### src/include/pci_pkg.sv
// shared constants for the port change interrupt configuration block
package pci_pkg;
  localparam int PORT_W = 8;

  // register offsets
  localparam logic [7:0] OFF_REFERENCE = 8'h03;
  localparam logic [7:0] OFF_CMP_SEL   = 8'h04;
  localparam logic [7:0] OFF_CONFIG    = 8'h05;
  localparam logic [7:0] OFF_PULL_UP   = 8'h06;
  localparam logic [7:0] OFF_IRQ_FLAGS = 8'h07;

  // configuration field positions
  localparam int CFG_AUTO_INC_OFF = 5;
  localparam int CFG_SLEW_OFF     = 4;
  localparam int CFG_HW_ADDR_ON   = 3;
  localparam int CFG_OPEN_DRAIN   = 2;
  localparam int CFG_POL_HIGH     = 1;

  // only bits 5..1 are stored
  localparam logic [7:0] CFG_WRITE_MASK = 8'h3E;

  // reset values
  localparam logic [7:0] RST_BYTE = 8'h00;
  localparam logic [1:0] RST_ADDR = 2'h0;

  // interrupt pending state
  typedef enum logic [0:0] {
    IRQ_IDLE    = 1'b0,
    IRQ_PENDING = 1'b1
  } pci_irq_state_t;
endpackage

### src/rtl/pci_config_regs.sv
// configuration, compare and flag registers of the change interrupt port
`timescale 1ns/10ps
module pci_config_regs
  import pci_pkg::*;
#(
  parameter int PW          = PORT_W, // port width
  parameter bit SPI_VARIANT = 1'b1    // spi variant gates address pins
) (
  input  wire logic          core_clk,         // device clock
  input  wire logic          rst,              // async reset, high
  // register access port from the serial engine
  input  wire logic [7:0]    reg_addr,         // register pointer
  input  wire logic          reg_wr_en,        // write strobe
  input  wire logic [7:0]    reg_wr_data,      // write byte
  input  wire logic          reg_rd_en,        // read strobe
  output logic      [7:0]    reg_rd_data,      // read byte, next cycle
  // port state from surrounding registers
  input  wire logic [PW-1:0] pin_levels,       // sampled pin levels
  input  wire logic [PW-1:0] pin_is_input,     // direction, 1 = input
  input  wire logic [PW-1:0] change_irq_enables, // per-pin arm bits
  input  wire logic          irq_clear,        // capture or port read
  // capture path
  output logic               irq_capture,      // first-event pulse
  output logic      [PW-1:0] irq_captured_levels, // port at first event
  // configuration outputs
  output logic               auto_increment_off, // pointer held
  output logic               slew_limit_off,   // slew limiting off
  output logic               hw_address_pins_on, // address pins used
  output logic      [PW-1:0] pull_up_active,   // pull-up enables
  // address matching
  input  wire logic [1:0]    hw_address_pins,  // strapped pins
  input  wire logic [1:0]    ctrl_addr_bits,   // control byte bits
  output logic               addr_match,       // address hit
  // interrupt pin
  output logic               irq_pin_out,      // pin level
  output logic               irq_pin_oe_n      // low while driven
);

  // ---------------------------------------------------------------
  // storage
  // ---------------------------------------------------------------
  logic [PW-1:0]  reference_levels;      // reference compare values
  logic [PW-1:0]  compare_source_select; // 1 = reference, 0 = previous
  logic [7:0]     device_config;         // stored config bits
  logic [PW-1:0]  pull_up_enables;       // pull-up bits
  logic [PW-1:0]  irq_flags;             // per-pin flags
  logic [PW-1:0]  prev_levels;           // last sampled levels
  pci_irq_state_t irq_state;             // pending or idle

  // per-pin decode
  logic [PW-1:0]  armed;                 // enabled input pins
  logic [PW-1:0]  pin_event;             // condition this cycle
  logic           any_event;             // some pin has condition
  logic           open_drain;            // config open-drain bit
  logic           pol_high;              // config polarity bit

  // address decode, reused for read and write
  function automatic logic hit(input logic [7:0] a, input logic [7:0] off);
    hit = (a == off);
  endfunction

  // ---------------------------------------------------------------
  // register writes
  // ---------------------------------------------------------------

  // reference levels
  always_ff @(posedge core_clk or posedge rst) begin
    if (rst) begin
      reference_levels <= PW'(RST_BYTE);
    end else if (reg_wr_en && hit(reg_addr, OFF_REFERENCE)) begin
      reference_levels <= reg_wr_data[PW-1:0];
    end
  end

  // compare source selection
  always_ff @(posedge core_clk or posedge rst) begin
    if (rst) begin
      compare_source_select <= PW'(RST_BYTE);
    end else if (reg_wr_en && hit(reg_addr, OFF_CMP_SEL)) begin
      compare_source_select <= reg_wr_data[PW-1:0];
    end
  end

  // device configuration; unimplemented bits never stored
  always_ff @(posedge core_clk or posedge rst) begin
    if (rst) begin
      device_config <= RST_BYTE;
    end else if (reg_wr_en && hit(reg_addr, OFF_CONFIG)) begin
      device_config <= reg_wr_data & CFG_WRITE_MASK;
    end
  end

  // pull-up enables
  always_ff @(posedge core_clk or posedge rst) begin
    if (rst) begin
      pull_up_enables <= PW'(RST_BYTE);
    end else if (reg_wr_en && hit(reg_addr, OFF_PULL_UP)) begin
      pull_up_enables <= reg_wr_data[PW-1:0];
    end
  end
  // writes to the flag offset match no process above and are dropped

  // ---------------------------------------------------------------
  // configuration outputs, straight from the stored bits
  // ---------------------------------------------------------------
  assign auto_increment_off = device_config[CFG_AUTO_INC_OFF];
  assign slew_limit_off     = device_config[CFG_SLEW_OFF];
  assign hw_address_pins_on = device_config[CFG_HW_ADDR_ON];
  assign open_drain         = device_config[CFG_OPEN_DRAIN];
  assign pol_high           = device_config[CFG_POL_HIGH];

  // pull-up applies only to inputs; registered to keep outputs flopped
  always_ff @(posedge core_clk or posedge rst) begin
    if (rst) begin
      pull_up_active <= PW'(RST_BYTE);
    end else begin
      pull_up_active <= pull_up_enables & pin_is_input;
    end
  end

  // ---------------------------------------------------------------
  // change detection
  // ---------------------------------------------------------------

  // a pin is armed only when enabled and configured as input
  assign armed = change_irq_enables & pin_is_input;

  // per-pin compare against the selected source
  for (genvar i = 0; i < PW; i++) begin : g_pin
    always_comb begin
      if (!armed[i]) begin
        pin_event[i] = 1'b0; // disabled pins stay quiet
      end else if (compare_source_select[i]) begin
        // level compare, holds while mismatch persists
        pin_event[i] = pin_levels[i] != reference_levels[i];
      end else begin
        // edge compare against the last sample
        pin_event[i] = pin_levels[i] != prev_levels[i];
      end
    end
  end

  assign any_event = |pin_event;

  // previous levels follow the pin every cycle, so once a change has
  // raised its flag the new level is the base for the next change
  always_ff @(posedge core_clk or posedge rst) begin
    if (rst) begin
      prev_levels <= PW'(RST_BYTE);
    end else begin
      prev_levels <= pin_levels;
    end
  end

  // ---------------------------------------------------------------
  // flags: set wins over the clear in the same cycle
  // ---------------------------------------------------------------
  always_ff @(posedge core_clk or posedge rst) begin
    if (rst) begin
      irq_flags <= PW'(RST_BYTE);
    end else if (irq_clear) begin
      irq_flags <= pin_event; // new conditions survive the clear
    end else begin
      irq_flags <= irq_flags | pin_event; // later pins add flags
    end
  end

  // ---------------------------------------------------------------
  // pending state and capture
  // ---------------------------------------------------------------

  // interrupt held until a capture or port read; writes do not clear
  always_ff @(posedge core_clk or posedge rst) begin
    if (rst) begin
      irq_state <= IRQ_IDLE;
    end else begin
      case (irq_state)
        IRQ_IDLE: begin
          if (any_event) begin
            irq_state <= IRQ_PENDING;
          end
        end
        IRQ_PENDING: begin
          if (irq_clear && !any_event) begin
            irq_state <= IRQ_IDLE;
          end
        end
        default: begin
          irq_state <= IRQ_IDLE;
        end
      endcase
    end
  end

  // only an event while idle or in a clear cycle captures the port; other events
  always_ff @(posedge core_clk or posedge rst) begin
    if (rst) begin
      irq_capture         <= 1'b0;
      irq_captured_levels <= PW'(RST_BYTE);
    end else if (any_event && (irq_state == IRQ_IDLE || irq_clear)) begin
      irq_capture         <= 1'b1;
      irq_captured_levels <= pin_levels;
    end else begin
      irq_capture         <= 1'b0; // hold captured value
    end
  end

  // ---------------------------------------------------------------
  // read path: one cycle latency, unmapped offsets read zero
  // ---------------------------------------------------------------
  always_ff @(posedge core_clk or posedge rst) begin
    if (rst) begin
      reg_rd_data <= RST_BYTE;
    end else if (reg_rd_en) begin
      if (hit(reg_addr, OFF_REFERENCE)) begin
        reg_rd_data <= 8'(reference_levels);
      end else if (hit(reg_addr, OFF_CMP_SEL)) begin
        reg_rd_data <= 8'(compare_source_select);
      end else if (hit(reg_addr, OFF_CONFIG)) begin
        reg_rd_data <= device_config & CFG_WRITE_MASK;
      end else if (hit(reg_addr, OFF_PULL_UP)) begin
        reg_rd_data <= 8'(pull_up_enables);
      end else if (hit(reg_addr, OFF_IRQ_FLAGS)) begin
        reg_rd_data <= 8'(irq_flags);
      end else begin
        reg_rd_data <= RST_BYTE; // other offsets live elsewhere
      end
    end
  end

  // ---------------------------------------------------------------
  // submodules
  // ---------------------------------------------------------------
  pci_addr_match #(
    .SPI_VARIANT(SPI_VARIANT)
  ) u_addr_match (
    .core_clk       (core_clk),
    .rst            (rst),
    .hw_address_pins(hw_address_pins),
    .ctrl_addr_bits (ctrl_addr_bits),
    .hw_addr_on     (hw_address_pins_on),
    .addr_match     (addr_match)
  );

  // interrupt pin follows the pending state
  pci_irq_pin u_irq_pin (
    .core_clk    (core_clk),
    .rst         (rst),
    .irq_active  (irq_state == IRQ_PENDING),
    .open_drain  (open_drain),
    .pol_high    (pol_high),
    .irq_pin_out (irq_pin_out),
    .irq_pin_oe_n(irq_pin_oe_n)
  );

endmodule // pci_config_regs

### src/rtl/pci_addr_match.sv
// hardware address comparison for the serial control byte
`timescale 1ns/10ps
module pci_addr_match
  import pci_pkg::*;
#(
  parameter bit SPI_VARIANT = 1'b1 // 1: address pins gated by config
) (
  input  wire logic       core_clk,        // device clock
  input  wire logic       rst,             // async reset, high
  input  wire logic [1:0] hw_address_pins, // strapped address pins
  input  wire logic [1:0] ctrl_addr_bits,  // address bits of control byte
  input  wire logic       hw_addr_on,      // config enable of pins
  output logic            addr_match       // registered match result
);
  // i2c always compares; spi only when enabled, else every address hits
  always_ff @(posedge core_clk or posedge rst) begin
    if (rst) begin
      addr_match <= 1'b0;
    end else if (!SPI_VARIANT || hw_addr_on) begin
      addr_match <= (ctrl_addr_bits == hw_address_pins);
    end else begin
      addr_match <= 1'b1; // pins ignored
    end
  end
endmodule // pci_addr_match

### src/rtl/pci_irq_pin.sv
// interrupt pin driver: push-pull with polarity, or open-drain
`timescale 1ns/10ps
module pci_irq_pin (
  input  wire logic core_clk,    // device clock
  input  wire logic rst,         // async reset, high
  input  wire logic irq_active,  // interrupt pending
  input  wire logic open_drain,  // open-drain mode
  input  wire logic pol_high,    // active-high when driven
  output logic      irq_pin_out, // pin output level
  output logic      irq_pin_oe_n // low while pin driven
);
  // reset state matches config zero: driven, active-low, idle high
  always_ff @(posedge core_clk or posedge rst) begin
    if (rst) begin
      irq_pin_out  <= 1'b1;
      irq_pin_oe_n <= 1'b0;
    end else if (open_drain) begin
      // polarity ignored; only ever pull low
      irq_pin_out  <= 1'b0;
      irq_pin_oe_n <= !irq_active; // release when idle
    end else begin
      irq_pin_out  <= irq_active ? pol_high : !pol_high;
      irq_pin_oe_n <= 1'b0; // always driven
    end
  end
endmodule // pci_irq_pin

### config.mk
export PLATFORM = sky130hd
export DESIGN_NAME = pci_config_regs
export DESIGN_NICKNAME = d
export VERILOG_FILES = /design/src/include/pci_pkg.sv /design/src/rtl/pci_config_regs.sv /design/src/rtl/pci_addr_match.sv /design/src/rtl/pci_irq_pin.sv
export SDC_FILE = /design/constraint.sdc
export NUM_CORES = 1
export LEC_CHECK = 0
export BUFFER_PORTS_ARGS = -buffer_cell sky130_fd_sc_hd__buf_4
export CAP_MARGIN = 5
export CORE_AREA = 2 2 87 89
export CTS_BUF_LIST = sky130_fd_sc_hd__clkbuf_8 sky130_fd_sc_hd__clkbuf_16
export DETAILED_ROUTE_END_ITERATION = 12
export DIE_AREA = 0 0 89 91
export PLACE_DENSITY = 0.68
export SLEW_MARGIN = 0
export SYNTH_ARGS = -nofsm -noshare
export SYNTH_HDL_FRONTEND = slang
export SYNTH_SLANG_ARGS = --single-unit
### constraint.sdc
create_clock -name core_clk -period 4.8 [get_ports core_clk]
set_clock_uncertainty 0.2 [all_clocks]
set_input_delay 0.24 -clock core_clk [delete_from_list [all_inputs] [get_ports core_clk]]
set_output_delay 0.24 -clock core_clk [all_outputs]
set_load 0.02 [all_outputs]
==> results of run 1 <==
==> registers in the layout (all words and copies together), names as in the netlist <==
| register | flops |
|---|---|
| irq_state | 1 |
| u_addr_match.addr_match | 1 |
| u_irq_pin.irq_pin_oe_n | 1 |
| reg_rd_data | 8 |
| pull_up_active | 8 |
| device_config | 5 |
| compare_source_select | 8 |
| reference_levels | 8 |
| prev_levels | 8 |
| irq_capture | 1 |
| u_irq_pin.irq_pin_out | 1 |
| pull_up_enables | 8 |
| irq_captured_levels | 8 |
| irq_flags | 8 |
==> stage by stage <==
stage | power, W | util | cells
finish | 0.00137 | 0.607 | 442
global placement | 0.000927 | 0.543 | 399
detailed placement | 0.000932 | 0.543 | 399
global route | 0.00143 | 0.607 | 442
floorplan | 0.000821 | - | 223
CTS | 0.00139 | 0.607 | 442
==> worst max-delay path, cell delays in order <==
cell	delay [ns]
dlygate4sd3_1	0.53
buf_4	0.14
nand3b_1	0.14
mux2i_1	0.31
nor4_1	0.14
a21oi_1	0.52
buf_4	0.28
mux2_2	0.34
==> cells by family (layout without fill, tap and decap cells) <==
logic type	Yosys count	after routing	synth area share
flip-flops	74	74	0.586
multiplexers	61	61	0.229
AND/OR/NAND/NOR	50	50	0.105
AO/OA/AOI/OAI	29	29	0.0645
buffers and inverters	6	126	0.00751
XOR/XNOR	3	3	0.00831
==> synth_stat cells, drive strengths merged <==
| cell | instances | area share |
|---|---|---|
| dfrtp | 73 | 0.58 |
| mux2 | 40 | 0.14 |
| mux2i | 16 | 0.051 |
| nand3 | 12 | 0.019 |
| a21o | 11 | 0.026 |
| nand3b | 10 | 0.024 |
| and2 | 8 | 0.016 |
| nor2 | 7 | 0.0083 |
| a21oi | 6 | 0.0095 |
| a22oi | 5 | 0.012 |
| mux4 | 5 | 0.036 |
| nor3b | 4 | 0.020 |
| a2bb2oi | 3 | 0.0083 |
| nand2 | 3 | 0.0044 |
| o211ai | 3 | 0.0071 |
| xor2 | 3 | 0.0083 |
| buf | 2 | 0.0028 |
| clkbuf | 2 | 0.0024 |
| inv | 2 | 0.0024 |
| nor2b | 2 | 0.0040 |
| nor4 | 2 | 0.0040 |
| and3b | 1 | 0.0028 |
| dfstp | 1 | 0.0083 |
| o21ai | 1 | 0.0016 |
| or4 | 1 | 0.0036 |
==> layout by cell type (no fill, tap or decap), types with 6 or more instances in the layout <==
cell type | netlist | final
a21o_1 | 11 | 11
a21oi_1 | 6 | 6
and2_1 | 8 | 8
buf_4 | 0 | 81
clkbuf_8 | 0 | 12
dfrtp_1 | 73 | 73
dlygate4sd3_1 | 0 | 27
mux2_2 | 40 | 40
mux2i_1 | 16 | 16
nand3_1 | 12 | 12
nand3b_1 | 10 | 10
nor2_1 | 7 | 7
==> cell type report <==
cell class / count / area share
Clock buffer: 12 / 0.0382
Clock inverter: 4 / 0.00347
Inverter: 2 / 0.00173
Multi-Input combinational cell: 143 / 0.297
Sequential cell: 74 / 0.428
Tap cell: 99 / 0.0286
Timing Repair Buffer: 108 / 0.203
==> what timing repair did <==
action	4_1_cts	5_1_grt
hold endpoints to repair	95	0
resized for setup	0	0
hold buffers	27	0
setup endpoints to repair	0	0
==> path summary, 6_finish.rpt <==
check	from	end	cells after the start
min in group asynchronous	rst	pull_up_active[3]	3
max in group asynchronous	rst	u_irq_pin.irq_pin_out	4
worst max-delay path	pin_levels[6]	irq_captured_levels[1]	8
worst min register to register	device_config[2]	u_irq_pin.irq_pin_out	1
worst max register to register	compare_source_select[6]	irq_captured_levels[1]	6
worst min-delay path	hw_address_pins[0]	u_addr_match.addr_match	3
==> power breakdown <==
group	switching, W	internal [W]
registers	0.0000284	0.000671
logic	0.000109	0.000125
clock network	0.000212	0.000223
total	0.000349	0.00102
==> per-layer routing <==
metal / GRT usage / part of all wire
met1: 0.264 / 0.45
met2: 0.309 / 0.49
met3: 0.0327 / 0.046
met4: 0.0858 / 0.017
met5: 0 / 0
==> metrics.yaml, run 1 <==
initial_core_util: 0.443
peakVddDrop_mv: 0.216
cts_setup_buffers: 0
die_w_um: 89
timing.final.hold_violations: 0
port_buffers: 79
drive_above_1_share: 0.426
finalMaxSlewViolations: 0
ff_latch_area_um2: 1850
die-area_um2: 8100
insertion_delay_ns: 0.34
clock-root-buffer: "clkbuf_8"
drt_iter0_drc: 108
whs_ns: 0.00266
maxCapViolCount: 0
setup_viol: 0
end_kind: "flip-flop"
num_vias: 2257
dp_hpwl_mm: 5.13
overflow: 0
clkSlewWorstSetupHoldPaths_ns: 0.08
routabilityCongestion: 0.844
die_h_um: 91
routed_wl_mm: 7.30
ys_types: 28
htree_levels: 3
firstDrtPassIters: 4
min_period_over_period: 0.545
tightest_slew_ns: 0.758
grt_usage: 0.196
fill_cells: 620
cts_sinks: 74
cellPowerDensity_nw_per_um2: 316
rsz0062_at_grt: "no"
grt_pass1_wl_mm: 11.7
num_io_pins: 80
syn-cell-area_um2: 3160
areaGrowthSynthToFinish_pct: 36.9
synth_seq_area_share: 0.586
grt_pass1_vias: 2341
antenna_cells: 0
syn-instance-count: 223
syn-mean-instance-area_um2: 14.2
max_freq_ghz: 0.382
crit_fanout: 5
post-place-ws_ns: 2.05
cts_buffers: 9
synth_nets: 272
coreArea_um2: 7140
p_leak_nw: 2.14
critical_path_arrival_ns: 2.64
outcome: "complete, no violations"
yosys_register_bits: 74
startpoint_type: "primary input"
antenna_found_initial: 0
nets: 387
hold_path.class: "in2reg"
fin_crit_ns: 2.62
multiInputGateArea_um2: 1290
tns_ns: 0
critPathRequiredTime_ns: 4.83
yosysWarnings: 0
finalInstanceArea_um2: 4330
drc: 0
setup_ws_ns: 2.18
rows: 31
rrSetupSlack_ns: 2.19
via_per_inst: 5.11
dpl_cell_area_um2: 3880
cts_tree: "built"
wl_per_cell_um: 16.5
grt_max_degree: 39
path_class: "in2reg"
clock_path_buffers: 2
drtAntennaViolNets: 0
relSlewSlack: 0.494
Note: power is estimated with default switching activity, not from simulation.
==> run 2: changes to the inputs <==
--- a/config.mk
+++ b/config.mk
@@ -11,7 +11,7 @@
 export CTS_BUF_LIST = sky130_fd_sc_hd__clkbuf_8 sky130_fd_sc_hd__clkbuf_16
 export DETAILED_ROUTE_END_ITERATION = 12
 export DIE_AREA = 0 0 89 91
-export PLACE_DENSITY = 0.68
+export PLACE_DENSITY = 0.71
 export SLEW_MARGIN = 0
 export SYNTH_ARGS = -nofsm -noshare
 export SYNTH_HDL_FRONTEND = slang
==> constraint.sdc (replaced) <==
create_clock -name core_clk -period 2.2 [get_ports core_clk]
set_clock_uncertainty 0.2 [all_clocks]
set_input_delay 0.11 -clock core_clk [delete_from_list [all_inputs] [get_ports core_clk]]
set_output_delay 0.11 -clock core_clk [all_outputs]
set_load 0.02 [all_outputs]
==> run 2 against run 1 <==
Sequential cell count unchanged. Largest power group unchanged. Via count increased by 3.7%. Worst setup slack got worse by 2.1 ns. Worst hold slack improved by 0.038 ns. Largest cell class unchanged. Cell count increased by 3.6%. Count of clock-buffer cells in the layout decreased by 1. Sequential power increased by 120%.
==> metrics.yaml, run 2 (same netlist as run 1, synthesis figures left out) <==
outcome: "complete, no violations"
fill_cells: 598
drtAntennaViolNets: 0
num_vias: 2340
antenna_cells: 0
critPathRequiredTime_ns: 2.23
cts_buffers: 9
end_kind: "flip-flop"
hold_path.class: "in2reg"
num_io_pins: 80
antenna_found_initial: 0
whs_ns: 0.0410
grt_pass1_wl_mm: 12.2
port_buffers: 79
via_per_inst: 5.11
setup_ws_ns: 0.0540
path_class: "reg2reg"
dp.cells: 411
peakVddDrop_mv: 0.332
post-place-ws_ns: -0.0416
drc: 0
dp_hpwl_mm: 5.32
cts_sinks: 74
holdPathStages: 4
drt_iter0_drc: 79
p_leak_nw: 2.22
die-area_um2: 8100
relSlewSlack: 0.728
crit_fanout: 5
timing.final.hold_violations: 0
die_w_um: 89
stdcell_count: 458
finalMaxSlewViolations: 0
cts_tree: "built"
routabilityCongestion: 0.821
final_common_cell: "buf_4"
maxCapViolCount: 0
clock-root-buffer: "clkbuf_8"
rows: 31
htree_levels: 3
insertion_delay_ns: 0.35
critical_path_arrival_ns: 2.17
wl_per_cell_um: 16.6
grt_pass1_vias: 2387
startpoint_type: "flip-flop"
fin_crit_ns: 2.15
routed_wl_mm: 7.59
tightest_slew_ns: 0.404
fin_util: 0.635
clock_path_buffers: 2
cellPowerDensity_nw_per_um2: 693
overflow: 0
die_h_um: 91
min_period_over_period: 0.975
clkSlewWorstSetupHoldPaths_ns: 0.08
setup_viol: 0
ff2ff_path_depth: 6
firstDrtPassIters: 4
max_freq_ghz: 0.466
final_cell_mix: "91 x buf_4, 73 x dfrtp_1, 39 x mux2_2, 30 x dlygate4sd3_1, 13 x mux2i_1"
grt_usage: 0.203
grt_max_degree: 75
areaGrowthSynthToFinish_pct: 43.4
nets: 403
initial_core_util: 0.443
rsz0062_at_grt: "yes"
drive_above_1_share: 0.468
coreArea_um2: 7140
-- run 2: changes by cell type in the layout (fill, tap and decap cells not counted), sizes merged --
cell and delta:
bufinv +1, clkbuf -1, clkinv +3, buf +13, clkinvlp +1, inv -4
dlygate4sd3 +3
-- run 2: layer usage --
layer  wire [um]  GRT usage  vias to the layer above
met3         341     0.0355                       10
met1        3390      0.278                     1182
met2        3720      0.319                       62
met4         137     0.0784                        0
met5           0          0                        -
li1            -          -                     1086
-- run 2: what timing repair did --
action,4_1_cts,5_1_grt
pin swaps,0,2
buffers inserted,0,1
endpoints found under the hold margin,137,0
gates resized for setup,2,7
setup endpoints to repair,8,8
cloned,0,0
hold buffers,30,0
-- run 2: final cells by class --
| cell class | instances | area [um2] | area share |
|---|---|---|---|
| Sequential cell | 74 | 1850 | 0.409 |
| Multi-Input combinational cell | 143 | 1320 | 0.291 |
| Timing Repair Buffer | 124 | 1030 | 0.226 |
| Clock buffer | 11 | 151 | 0.0334 |
| Tap cell | 99 | 124 | 0.0273 |
| Clock inverter | 5 | 52.6 | 0.0116 |
| Inverter | 2 | 7.51 | 0.00166 |
-- run 2: per-stage QoR --
stage / area [um2] / power (W) / TNS [ns]
finish: 4530 / 0.00314 / 0
global route: 4530 / 0.00327 / -0.0625
CTS: 4500 / 0.00315 / 0
detailed placement: 3980 / 0.00205 / -0.275
global placement: 3980 / 0.00204 / -0.654
floorplan: 3160 / 0.00179 / 0
-- run 2: where the power goes --
part	switching, W	internal (W)
Sequential	0.0000631	0.00146
Clock	0.000486	0.000579
Combinational	0.000252	0.000298
Total	0.000802	0.00234
-- run 2: critical path: stages, from the launching register on --
cell	delay [ns]
dfrtp_1	0.39
mux2i_1	0.26
mux2i_2	0.40
nor4_4	0.08
a21oi_2	0.20
buf_6	0.16
mux2_2	0.33
-- run 2: path summary, 6_finish.rpt --
check / from / endpoint / slack (ns)
min in group asynchronous: rst / pull_up_active[4] / 0.20
min: change_irq_enables[7] / irq_flags[7] / 0.04
max in group asynchronous: rst / u_irq_pin.irq_pin_out / 1.27
max: compare_source_select[3] / irq_captured_levels[6] / 0.05
min reg2reg: device_config[2] / u_irq_pin.irq_pin_out / 0.27
max reg2reg: compare_source_select[3] / irq_captured_levels[6] / 0.05
==> run 3: changes to the inputs <==
--- a/config.mk
+++ b/config.mk
@@ -12,6 +12,7 @@
 export DETAILED_ROUTE_END_ITERATION = 12
 export DIE_AREA = 0 0 89 91
 export PLACE_DENSITY = 0.71
+export RECOVER_POWER = 25
 export SLEW_MARGIN = 0
 export SYNTH_ARGS = -nofsm -noshare
 export SYNTH_HDL_FRONTEND = slang
==> run 3 against run 2 <==
First-iteration DRC count is 1.3% lower. Fmax about the same. Sequential share of layout area is 0.38 points higher. Power is 0.20% lower. Worst setup slack worse by 0.00050 ns. Global-route usage stayed put. Non-clock buffer count did not move. Clock power is essentially flat. Cell count unchanged.
==> metrics.yaml, run 3 (same netlist as run 1, synthesis figures left out) <==
areaGrowthSynthToFinish_pct: 42.0
overflow: 0
path_class: "reg2reg"
dp_hpwl_mm: 5.32
startpoint: "compare_source_select[3]"
path_cells: "mux2i_1 -> mux2i_2 -> nor4_4 -> a21oi_2 -> buf_6 -> mux2_2"
min_period_over_period: 0.976
dpl_cell_area_um2: 3980
wl_per_cell_um: 16.6
clock_path_buffers: 2
port_buffers: 79
startpoint_type: "flip-flop"
drt_iter0_drc: 78
firstDrtPassIters: 4
max_stage_delay_ns: 0.40
rows: 31
end_kind: "flip-flop"
worstHoldStart: "change_irq_enables[7]"
post-place-ws_ns: -0.0416
fin_crit_ns: 2.15
tightest_slew_ns: 0.404
cts_tree: "built"
max_freq_ghz: 0.466
clock-root-buffer: "clkbuf_8"
outcome: "complete, no violations"
relSlewSlack: 0.728
routabilityCongestion: 0.821
grt_pass1_vias: 2387
setup_viol: 0
ff_latch_area_um2: 1850
coreArea_um2: 7140
maxCapViolCount: 0
critical_path_arrival_ns: 2.18
drc: 0
cellPowerDensity_nw_per_um2: 698
die_w_um: 89
cts_sinks: 74
via_per_inst: 5.11
rsz0062_at_grt: "yes"
finalMaxSlewViolations: 0
cts_buffers: 9
critPathRequiredTime_ns: 2.23
clkSlewWorstSetupHoldPaths_ns: 0.08
p_leak_nw: 2.18
drive_above_1_share: 0.437
antenna_cells: 0
initial_core_util: 0.443
num_io_pins: 80
grt_pass1_wl_mm: 12.2
htree_levels: 3
antenna_found_initial: 0
crit_fanout: 5
peakVddDrop_mv: 0.333
crit_slowest_cell: "dfrtp_1"
r2r-start: "compare_source_select[3]"
power_w: 0.00314
stdcell_count: 458
fill_cells: 614
grt_usage: 0.203
multiInputGateArea_um2: 1320
die_h_um: 91
die-area_um2: 8100
timing.final.hold_violations: 0
final_common_cell: "buf_4"
setup_ws_ns: 0.0535
drtAntennaViolNets: 0
finalInstanceArea_um2: 4490
grt_max_degree: 75
hold_path.class: "in2reg"
final_cell_mix: "80 x buf_4, 73 x dfrtp_1, 39 x mux2_2, 30 x dlygate4sd3_1, 13 x mux2i_1"
insertion_delay_ns: 0.35
fin_util: 0.630
num_vias: 2339
nets: 403
dp.cells: 411
routed_wl_mm: 7.59
[run 3: changes by cell type in the layout (fill, tap and decap cells not counted), sizes merged]
| cell | previous run | this run |
|---|---|---|
| buf | 94 | 83 |
| clkbuf | 11 | 22 |
[run 3: per-stage QoR]
step                setup TNS (ns)  hold WS (ns)
floorplan                        0       -0.0586
global placement            -0.654        0.0369
detailed placement          -0.275        0.0411
CTS                              0        0.0384
global route               -0.0625        0.0535
finish                           0        0.0411
[run 3: what timing repair did]
action / 4_1_cts / 5_1_grt
setup buffers: 0 / 1
endpoints found under the setup margin: 8 / 8
gates cloned: 0 / 0
hold buffers: 30 / 0
hold endpoints to repair: 137 / 0
resized for setup: 2 / 7
pin swaps: 0 / 2
[run 3: layout make-up]
class	count	share of cell area
multi-input combinational	143	0.294
clock inverter	5	0.0117
clock buffer	11	0.0337
sequential	74	0.412
inverter	2	0.00167
tap	99	0.0276
timing repair buffer	124	0.219
[run 3: final timing paths]
check,end,slack [ns],cells after the start
worst max register to register,irq_captured_levels[6],0.05,6
worst min-delay path,irq_flags[7],0.04,4
worst max-delay path,irq_captured_levels[6],0.05,6
worst min register to register,u_irq_pin.irq_pin_out,0.27,1
max in group asynchronous,u_irq_pin.irq_pin_out,1.27,4
min in group asynchronous,pull_up_active[4],0.19,4
[run 3: critical path, delay by kind of cell (launching register included)]
family | cells | cell delay (ns)
simple gates | 1 | 0.08
flops | 1 | 0.40
compound gates | 1 | 0.20
buf+inv | 1 | 0.16
mux | 3 | 0.98
[run 3: power by group]
| part | leakage [nW] | switching [W] | internal [W] |
|---|---|---|---|
| clock | 0.105 | 0.000489 | 0.000579 |
| sequential | 0.962 | 0.0000632 | 0.00146 |
| combinational | 1.12 | 0.000251 | 0.000290 |
[run 3: per-layer routing]
layer / up-vias / track usage / part of all wire
li1: 1086 / - / -
met1: 1181 / 0.278 / 0.45
met2: 62 / 0.319 / 0.49
met3: 10 / 0.0355 / 0.045
met4: 0 / 0.0784 / 0.018
met5: - / 0 / 0
